$ cat src/hw/sac_pkg.sv
// constants and register map of the slope converter control block
// How it works
// - a 4-bit ramp current code of zero turns every source off and each step adds 2.25 uA up to 33.75 uA.
// - while the halt/discharge bit is set the ramp sources stay off, and they start only once it clears.
// - two control registers at indices 1Fh and 9Fh are both readable and writable.
// - bits 7:4 of the primary register select the analog multiplexer channel.
// - bit 3 of the primary register is not implemented and reads as zero.
// - bit 2 of the primary register routes the multiplexer output onto analog pin zero over its direction.
// - bit 1 of the primary register stops the conversion timer and discharges the ramp capacitor.
// - bit 0 of the primary register enables zeroing on the two level-shifted inputs.
// - bits 7:4 of the secondary register hold the ramp current code applied to the source.
// - each 2-bit group field makes 00 all analog, 01 pin 3 digital, 10 pins 2-3 digital, 11 all digital.
// - an N-bit conversion takes 2 to the N clock periods of timer counting.
// - clearing the halt/discharge bit starts the timer counting and the ramp charging.
// - the conversion timer is a 16-bit up counter that steps once per clock while running.
// - the four channel bits pick one of sixteen inputs, two codes of which are reserved.
package sac_pkg;
   localparam int unsigned CLK_MHZ = 200;
   localparam int unsigned DISCHARGE_MIN_US = 200;
   // least time; whole microseconds times MHz is already exact
   localparam int unsigned DISCHARGE_CYCLES = DISCHARGE_MIN_US * CLK_MHZ;

   localparam int unsigned ADDR_W = 12;
   localparam logic [7:0] PRIMARY_IDX = 8'h1F;
   localparam logic [7:0] SECONDARY_IDX = 8'h9F;
   localparam logic [11:0] PRIMARY_ADDR = {2'h0, PRIMARY_IDX, 2'h0};
   localparam logic [11:0] SECONDARY_ADDR = {2'h0, SECONDARY_IDX, 2'h0};
   localparam logic [11:0] TIMER_ADDR = 12'h300;
   localparam logic [11:0] RESOLUTION_ADDR = 12'h304;
   localparam logic [11:0] STATUS_ADDR = 12'h308;

   localparam int unsigned CHSEL_LSB = 4;
   localparam int unsigned MUXOE_BIT = 2;
   localparam int unsigned HALT_BIT = 1;
   localparam int unsigned ZERO_BIT = 0;
   localparam int unsigned CURRENT_LSB = 4;
   localparam int unsigned GRPB_LSB = 2;
   localparam int unsigned GRPA_LSB = 0;

   localparam int unsigned ST_RUNNING = 0;
   localparam int unsigned ST_DISCHARGED = 1;
   localparam int unsigned ST_CONV_DONE = 2;
   localparam int unsigned ST_OVERFLOW = 3;
   localparam int unsigned ST_RESERVED_CH = 4;

   localparam logic [7:0] PRIMARY_RST = 8'h02;
   localparam logic [7:0] PRIMARY_WMASK = 8'hF7;
   localparam logic [7:0] SECONDARY_RST = 8'h00;
   localparam logic [4:0] RESOLUTION_RST = 5'h10;
   localparam logic [4:0] RESOLUTION_MAX = 5'h10;
   localparam logic [15:0] TIMER_RST = 16'h0000;

   // one current step in units of 10 nA (2.25 uA)
   localparam logic [11:0] CURRENT_STEP_10NA = 12'h0E1;
   localparam logic [3:0] CHAN_RESERVED_FIRST = 4'hE;

   localparam logic [1:0] RESP_OKAY = 2'h0;
   localparam logic [1:0] RESP_SLVERR = 2'h2;
endpackage

$ cat src/hw/sac_timer.sv
// conversion timer: 16-bit up counter with run-time tally
`timescale 1ns/1ps
module sac_timer
   import sac_pkg::*;
(
   input wire logic i_clk,
   input wire logic i_rst,
   input wire logic i_run,
   input wire logic i_load,
   input wire logic [15:0] i_load_value,
   output logic [15:0] o_count,
   output logic [16:0] o_elapsed,
   output logic o_overflow
);
   wire [15:0] next_count = o_count + 16'h0001;
   // tally saturates so it never wraps back onto a match value
   wire tally_full = o_elapsed[16];

   always_ff @(posedge i_clk) begin
      if (i_rst) begin
         o_count <= TIMER_RST;
         o_overflow <= 1'b0;
      end else begin
         o_overflow <= i_run && !i_load && (o_count == 16'hFFFF);
         if (i_load) begin
            o_count <= i_load_value;
         end else if (i_run) begin
            o_count <= next_count;
         end
      end
   end

   always_ff @(posedge i_clk) begin
      if (i_rst || !i_run) begin
         o_elapsed <= 17'h00000;
      end else if (!tally_full) begin
         o_elapsed <= o_elapsed + 17'h00001;
      end
   end
endmodule

$ cat src/hw/sac_ctrl.sv
// slope converter control registers with AXI4-Lite slave
//
// Decided for this implementation: the AXI4-Lite register port.
`timescale 1ns/1ps
module sac_ctrl
   import sac_pkg::*;
#(
   parameter int unsigned DISCHARGE_COUNT = DISCHARGE_CYCLES
)
(
   input wire logic i_clk,
   input wire logic i_rst,
   // write address channel
   input wire logic i_awvalid,
   output logic o_awready,
   input wire logic [11:0] i_awaddr,
   input wire logic [2:0] i_awprot,
   // write data channel
   input wire logic i_wvalid,
   output logic o_wready,
   input wire logic [31:0] i_wdata,
   input wire logic [3:0] i_wstrb,
   // write response channel
   output logic o_bvalid,
   input wire logic i_bready,
   output logic [1:0] o_bresp,
   // read address channel
   input wire logic i_arvalid,
   output logic o_arready,
   input wire logic [11:0] i_araddr,
   input wire logic [2:0] i_arprot,
   // read data channel
   output logic o_rvalid,
   input wire logic i_rready,
   output logic [31:0] o_rdata,
   output logic [1:0] o_rresp,
   // converter controls
   output logic [3:0] o_channel_select,
   output logic o_channel_reserved,
   output logic o_mux_to_pin_enable,
   output logic o_conversion_halt_discharge,
   output logic o_timer_stop,
   output logic o_capacitor_discharge,
   output logic o_zeroing_select,
   output logic [3:0] o_ramp_current_code,
   output logic o_ramp_current_on,
   output logic [11:0] o_ramp_current_10na,
   output logic [3:0] o_first_pin_group_digital,
   output logic [3:0] o_second_pin_group_digital,
   output logic [15:0] o_conversion_timer,
   output logic o_conversion_done
);
   logic [7:0] primary;
   logic [7:0] secondary;
   logic [4:0] resolution;
   logic conv_done_flag;
   logic overflow_flag;
   logic [15:0] discharge_cnt;

   // write side holding registers
   logic aw_held;
   logic [11:0] aw_addr_q;
   logic w_held;
   logic [31:0] w_data_q;
   logic [3:0] w_strb_q;

   wire aw_hs = i_awvalid && o_awready;
   wire w_hs = i_wvalid && o_wready;
   wire aw_have = aw_held || aw_hs;
   wire w_have = w_held || w_hs;
   // write commits on the edge where both halves are present
   wire do_write = aw_have && w_have && !o_bvalid;
   wire [11:0] wr_addr = aw_held ? aw_addr_q : i_awaddr;
   wire [31:0] wr_data = w_held ? w_data_q : i_wdata;
   wire [3:0] wr_strb = w_held ? w_strb_q : i_wstrb;

   wire wr_primary = do_write && (wr_addr == PRIMARY_ADDR);
   wire wr_secondary = do_write && (wr_addr == SECONDARY_ADDR);
   wire wr_timer = do_write && (wr_addr == TIMER_ADDR);
   wire wr_resolution = do_write && (wr_addr == RESOLUTION_ADDR);
   wire wr_status = do_write && (wr_addr == STATUS_ADDR);
   wire wr_mapped = wr_primary || wr_secondary || wr_timer ||
      wr_resolution || wr_status;

   assign o_awready = !aw_held && !o_bvalid;
   assign o_wready = !w_held && !o_bvalid;

   always_ff @(posedge i_clk) begin
      if (i_rst) begin
         aw_held <= 1'b0;
         aw_addr_q <= 12'h000;
      end else if (do_write) begin
         aw_held <= 1'b0;
      end else if (aw_hs) begin
         aw_held <= 1'b1;
         aw_addr_q <= i_awaddr;
      end
   end

   always_ff @(posedge i_clk) begin
      if (i_rst) begin
         w_held <= 1'b0;
         w_data_q <= 32'h00000000;
         w_strb_q <= 4'h0;
      end else if (do_write) begin
         w_held <= 1'b0;
      end else if (w_hs) begin
         w_held <= 1'b1;
         w_data_q <= i_wdata;
         w_strb_q <= i_wstrb;
      end
   end

   // response holds until the master takes it
   always_ff @(posedge i_clk) begin
      if (i_rst) begin
         o_bvalid <= 1'b0;
         o_bresp <= RESP_OKAY;
      end else if (do_write) begin
         o_bvalid <= 1'b1;
         o_bresp <= wr_mapped ? RESP_OKAY : RESP_SLVERR;
      end else if (i_bready) begin
         o_bvalid <= 1'b0;
      end
   end

   // control registers
   wire [7:0] next_primary = wr_data[7:0] & PRIMARY_WMASK;

   always_ff @(posedge i_clk) begin
      if (i_rst) begin
         primary <= PRIMARY_RST;
         secondary <= SECONDARY_RST;
      end else begin
         if (wr_primary && wr_strb[0]) begin
            primary <= next_primary;
         end
         if (wr_secondary && wr_strb[0]) begin
            secondary <= wr_data[7:0];
         end
      end
   end

   wire [4:0] res_in = wr_data[4:0];
   // out-of-range widths are ignored rather than clamped
   wire res_ok = (res_in != 5'h00) && (res_in <= RESOLUTION_MAX);

   always_ff @(posedge i_clk) begin
      if (i_rst) begin
         resolution <= RESOLUTION_RST;
      end else if (wr_resolution && wr_strb[0] && res_ok) begin
         resolution <= res_in;
      end
   end

   // field decode
   wire halt = primary[HALT_BIT];
   wire [3:0] current_code = secondary[CURRENT_LSB +: 4];
   wire [1:0] group_a_cfg = secondary[GRPA_LSB +: 2];
   wire [1:0] group_b_cfg = secondary[GRPB_LSB +: 2];

   assign o_channel_select = primary[CHSEL_LSB +: 4];
   assign o_channel_reserved = o_channel_select >= CHAN_RESERVED_FIRST;
   assign o_mux_to_pin_enable = primary[MUXOE_BIT];
   assign o_conversion_halt_discharge = halt;
   assign o_timer_stop = halt;
   assign o_capacitor_discharge = halt;
   assign o_zeroing_select = primary[ZERO_BIT];
   assign o_ramp_current_code = current_code;

   // sources are held off by the halt bit whatever the code says
   assign o_ramp_current_on = !halt && (current_code != 4'h0);
   wire [11:0] current_10na = 12'(current_code) * CURRENT_STEP_10NA;
   assign o_ramp_current_10na = halt ? 12'h000 : current_10na;

   // pin i turns digital once the field reaches its threshold
   genvar gi;
   generate
      for (gi = 0; gi < 4; gi++) begin : g_pin
         localparam logic [1:0] THRESH = (gi < 2) ? 2'h3 : 2'(4 - gi);
         assign o_first_pin_group_digital[gi] = group_a_cfg >= THRESH;
         assign o_second_pin_group_digital[gi] = group_b_cfg >= THRESH;
      end
   endgenerate

   // conversion timer
   wire timer_run = !halt;
   // lanes merge with the running count so a half write keeps the rest
   wire [15:0] timer_load_value = {
      wr_strb[1] ? wr_data[15:8] : o_conversion_timer[15:8],
      wr_strb[0] ? wr_data[7:0] : o_conversion_timer[7:0]};
   wire timer_load = wr_timer && (wr_strb[1:0] != 2'h0);
   wire [16:0] elapsed;
   wire timer_overflow;

   sac_timer u_timer (
      .i_clk(i_clk),
      .i_rst(i_rst),
      .i_run(timer_run),
      .i_load(timer_load),
      .i_load_value(timer_load_value),
      .o_count(o_conversion_timer),
      .o_elapsed(elapsed),
      .o_overflow(timer_overflow)
   );

   // conversion is complete after 2^N counted cycles
   wire [16:0] target = 17'h00001 << resolution;
   wire conv_match = timer_run && (elapsed == target);
   // the tally parks on the target at full width, so only the first
   // match of a run may set the flag; a clear then sticks
   logic hit_seen;
   wire conv_hit = conv_match && !hit_seen;

   always_ff @(posedge i_clk) begin
      if (i_rst || !timer_run) begin
         hit_seen <= 1'b0;
      end else if (conv_match) begin
         hit_seen <= 1'b1;
      end
   end

   // discharge time tally; software owns the 200 us hold, we only report it
   // saturates at the limit so the flag stays up however long the hold
   wire discharge_ok = discharge_cnt >= 16'(DISCHARGE_COUNT);

   always_ff @(posedge i_clk) begin
      if (i_rst || !halt) begin
         discharge_cnt <= 16'h0000;
      end else if (!discharge_ok) begin
         discharge_cnt <= discharge_cnt + 16'h0001;
      end
   end

   // sticky flags: a set in the clearing cycle wins
   wire clr_done = wr_status && wr_strb[0] && wr_data[ST_CONV_DONE];
   wire clr_ovf = wr_status && wr_strb[0] && wr_data[ST_OVERFLOW];

   always_ff @(posedge i_clk) begin
      if (i_rst) begin
         conv_done_flag <= 1'b0;
         overflow_flag <= 1'b0;
      end else begin
         if (conv_hit) begin
            conv_done_flag <= 1'b1;
         end else if (clr_done) begin
            conv_done_flag <= 1'b0;
         end
         if (timer_overflow) begin
            overflow_flag <= 1'b1;
         end else if (clr_ovf) begin
            overflow_flag <= 1'b0;
         end
      end
   end

   assign o_conversion_done = conv_done_flag;

   // read side
   wire [31:0] status_word;
   assign status_word[ST_RUNNING] = timer_run;
   assign status_word[ST_DISCHARGED] = discharge_ok;
   assign status_word[ST_CONV_DONE] = conv_done_flag;
   assign status_word[ST_OVERFLOW] = overflow_flag;
   assign status_word[ST_RESERVED_CH] = o_channel_reserved;
   assign status_word[31:5] = 27'h0000000;

   wire rd_primary = i_araddr == PRIMARY_ADDR;
   wire rd_secondary = i_araddr == SECONDARY_ADDR;
   wire rd_timer = i_araddr == TIMER_ADDR;
   wire rd_resolution = i_araddr == RESOLUTION_ADDR;
   wire rd_status = i_araddr == STATUS_ADDR;
   wire rd_mapped = rd_primary || rd_secondary || rd_timer ||
      rd_resolution || rd_status;

   // unmapped reads answer zero with an error response
   wire [31:0] rd_word =
      rd_primary ? {24'h000000, primary} :
      rd_secondary ? {24'h000000, secondary} :
      rd_timer ? {16'h0000, o_conversion_timer} :
      rd_resolution ? {27'h0000000, resolution} :
      rd_status ? status_word : 32'h00000000;

   // one read in flight; the next address waits until the data is taken
   assign o_arready = !o_rvalid;
   wire ar_hs = i_arvalid && o_arready;

   always_ff @(posedge i_clk) begin
      if (i_rst) begin
         o_rvalid <= 1'b0;
         o_rdata <= 32'h00000000;
         o_rresp <= RESP_OKAY;
      end else if (ar_hs) begin
         o_rvalid <= 1'b1;
         o_rdata <= rd_word;
         o_rresp <= rd_mapped ? RESP_OKAY : RESP_SLVERR;
      end else if (i_rready) begin
         o_rvalid <= 1'b0;
      end
   end

   // protection bits carry no meaning for this block
   wire unused_prot = ^{i_awprot, i_arprot, wr_strb[3:2]};
endmodule

$ cat config.mk
export PLATFORM = sky130hd
export DESIGN_NAME = sac_ctrl
export DESIGN_NICKNAME = d
export VERILOG_FILES = /design/src/hw/sac_pkg.sv /design/src/hw/sac_timer.sv /design/src/hw/sac_ctrl.sv
export SDC_FILE = /design/constraint.sdc
export NUM_CORES = 1
export LEC_CHECK = 0
export BUFFER_PORTS_ARGS = -buffer_cell sky130_fd_sc_hd__buf_4
export CAP_MARGIN = 15
export CORE_MARGIN = 1
export CORE_UTILIZATION = 54
export CTS_BUF_LIST = sky130_fd_sc_hd__clkbuf_16
export CTS_CLUSTER_DIAMETER = 40
export DETAILED_ROUTE_END_ITERATION = 10
export GPL_ROUTABILITY_DRIVEN = 0
export PLACE_DENSITY_LB_ADDON = 0.05
export RECOVER_POWER = 50
export SKIP_LAST_GASP = 1
export SYNTH_ARGS = -nofsm -noshare
export SYNTH_HDL_FRONTEND = slang
export SYNTH_SLANG_ARGS = --single-unit
$ cat constraint.sdc
create_clock -name i_clk -period 3.5 [get_ports i_clk]
set_input_delay 0 -clock i_clk [delete_from_list [all_inputs] [get_ports i_clk]]
set_output_delay 0 -clock i_clk [all_outputs]
set_load 0.005 [all_outputs]
==> impl_metrics.yaml <==
outcome:
  outcome: "complete, no violations"
run:
  maxCapViolCount: 0
die:
  row_count: 41
  die_x_um: 116
  floorplan.initialDensity_pct: 55.4
  io_pins: 166
  die-area_um2: 13400
  core_um2: 12600
  dieHeight_um: 116
cts:
  cts_root_buf: "clkbuf_16"
  cts_resized: 0
  clock_latency_ps: 430
  tritoncts: "built"
  cts_buffers: 17
  post-cts-setup-buffer-count: 0
  clock_sinks: 125
  clockBufferDepth: 2
  path_clk_slew_ps: 60
  htree_levels: 4
drt:
  wl_per_cell_um: 15.8
  drtPass1Iterations: 6
  totalWireLength_um: 18600
  drc: 0
  vias_per_cell: 5.71
  ant_nets: 0
  drt_iter0_drc: 508
  vias: 6722
finish:
  nets: 1086
  layout-drive-gt1-share_pct: 17.0
  fillerInstances: 1055
  instances_no_fill: 1178
  n_antenna_cell: 0
  design_area_um2: 8780
  area_growth_pct: 25.6
place:
  placement.cell_area_um2: 7850
  post-place-cells: 1110
  post-dp-hpwl_um: 13200
  io_buffer_count: 122
timing:
  fmax_mhz: 318
  final-setup-viol-count: 0
  post-route-period-util_pct: 90.0
  tightestPinTransition_ps: 991
  tns_ps: 0
  relSlewSlack_pct: 33.9
  slew_viol_final: 0
  grt_setup_unrepaired: "false"
  hold_violations: 0
  period_needed_ps: 3150
  fin_skew_ps: 5.80
setup_path:
  critPathLaunchType: "flip-flop"
  crit_family: "simple AND/OR/NAND/NOR gates"
  critical_path.max_fanout: 26
  path_buf_inv: 2
  cp_cell_sequence: "clkbuf_1, or3b_1, a222oi_1, and4_1, buf_4, mux2_1, mux2i_1, nor2_1"
  critPathRequiredTime_ps: 3790
  path_class: "reg2reg"
  slowest_stage: "a222oi_1"
  cpPeakStageDelay_ps: 550
  cp.arrival_ps: 3440
  endpoint_kind: "flip-flop"
yosys:
  netlist.area_leader.share_pct: 35.8
  netlist_instances: 863
  avgSynthCellArea_um2: 8.09
  yosys-top-cells-area: "dfxtp_1 (36%), nor2_1 (7.0%), mux2i_1 (6.4%)"
  syn_area_um2: 6990
  synth_seq_area_share_pct: 35.8
  ys.flop_type: "dfxtp_1"
  ys_types: 69
  synth_area_leader_cell: "dfxtp_1"
  ys_async_sr_fraction_pct: 0
  yosys_warnings: 0
  synth_seq_cells: 125
  synth_edf_count: 0
global_route:
  busiest_layer: "met2"
  grt_antenna_before_repair: 0
  grt_use_met1_pct: 35.9
  grt_pass1_vias: 6167
  grt_pass1_wl_um: 30200
  met3_usage_pct: 7.90
  grt.total_usage_pct: 29.0
  grt_max_degree: 49
  grt_overflow: 0
  use_met2_pct: 48.4
power:
  power.density_nw_per_um2: 416
  seq_power_share_pct: 40.6
  p_clk_share_pct: 50.5
  combPwrFrac_pct: 9.0
  sw_frac_of_total_pct: 23.6
  peakVddDrop_v: 0.000344
  leakagePower_uw: 0.00341
  p_switching_uw: 861
  p_int_uw: 2790
hold_path:
  hold_class: "in2reg"
==> metal layers <==
layer	vias up	wire length, um
met1	3195	7930
met3	28	1200
li1	3247	-
met4	0	271
met5	-	0
met2	252	9220
==> registers in the layout, indices dropped and copies added, names as in the netlist, 2 cells and up <==
name               count
discharge_cnt         16
u_timer.o_elapsed     17
primary                7
w_data_q              16
w_strb_q               2
aw_addr_q             12
o_rdata               16
u_timer.o_count       16
secondary              8
resolution             5
==> worst paths after layout <==
kind         cells after the start                  to  slack [ps]          from
min reg2reg                      2        w_data_q[10]         450  w_data_q[10]
max reg2reg                      8  u_timer.o_count[1]         350       aw_held
min                              4          o_rdata[3]          20   i_araddr[3]
max                              8  u_timer.o_count[1]         350       aw_held
==> through the flow <==
stage          utilization (%)  setup slack [ps]  hold slack, ps  total power [uW]
2_1_floorplan                -               883             100              1700
3_3_place_gp              62.2               746             187              1800
3_5_place_dp              62.2               736             204              1810
4_1_cts                   70.0               341            5.15              3680
5_1_grt                   69.5               163            31.4              3790
6_report                  69.5               351            21.4              3650
==> synthesized netlist by cell type, types with 4 or more instances <==
| cell | number |
|---|---|
| a211oi_1 | 10 |
| a21oi_1 | 54 |
| a221oi_1 | 7 |
| a22oi_1 | 11 |
| a31oi_1 | 4 |
| and2_1 | 14 |
| and3_1 | 9 |
| buf_1 | 6 |
| buf_2 | 8 |
| buf_4 | 29 |
| clkbuf_1 | 31 |
| dfxtp_1 | 125 |
| ha_1 | 17 |
| inv_1 | 22 |
| mux2_2 | 14 |
| mux2i_1 | 45 |
| nand2_1 | 75 |
| nand2b_1 | 9 |
| nand3_1 | 23 |
| nand3b_1 | 7 |
| nand4_1 | 8 |
| nor2_1 | 130 |
| nor2b_1 | 11 |
| nor3_1 | 29 |
| nor3b_1 | 9 |
| nor4_1 | 6 |
| nor4b_1 | 4 |
| o21a_1 | 4 |
| o21ai_0 | 16 |
| o21ai_1 | 25 |
| o22ai_1 | 8 |
| or2_2 | 4 |
| or3_1 | 8 |
| xnor2_1 | 15 |
| xor2_1 | 15 |
==> what timing repair did <==
action	4_1_cts	5_1_grt
endpoints found under the hold margin	35	0
setup endpoints to repair	0	0
hold buffers	36	0
==> cells by family after synthesis <==
logic type,after synthesis,synth area share (%)
simple gates,367,25.9
mux,60,8.87
flops,125,35.8
fa+ha+maj,20,3.90
other cells,1,0.0537
xor+xnor,30,3.76
compound gates,162,14.5
buf+inv,98,7.18
==> cell type report <==
type	instances	area [um2]	share of cell area (%)
inverter	22	82.6	0.941
tap	172	215	2.45
timing repair buffer	169	1300	14.8
clock buffer	17	425	4.85
multi-input combinational	658	4060	46.2
clock inverter	15	196	2.24
sequential	125	2500	28.5
==> cells in the final DEF (no fill, tap or decap), drive strengths merged, types with 6 or more instances in the layout <==
cell type    instances
and3                 9
a211oi              10
dlygate4sd3         36
nor4                 6
mux2                15
buf                 66
nor3                30
nand3               23
or3                  8
nand2b               9
nand4                8
clkbuf              84
nor2               130
nor3b                9
o21ai               42
xnor2               15
nand2               75
a21oi               54
xor2                15
and2                14
mux2i               45
a22oi               11
nand3b               7
ha                  17
conb                19
inv                 23
o22ai                9
nor2b               11
dfxtp              125
a221oi               7
==> worst register-to-register path: stages, from the launching register on <==
cell,delay (ps)
dfxtp_1,430
clkbuf_1,490
or3b_1,440
a222oi_1,550
and4_1,280
buf_4,270
mux2_1,350
mux2i_1,150
nor2_1,60
==> power groups by stage <==
stage               Clock (uW)  Combinational (uW)  Sequential [uW]
floorplan                    0                 198             1500
global placement             0                 288             1510
detailed placement           0                 295             1510
CTS                       1870                 330             1480
global route              1940                 359             1490
finish                    1840                 328             1480
(Power assumes the default switching activity.)
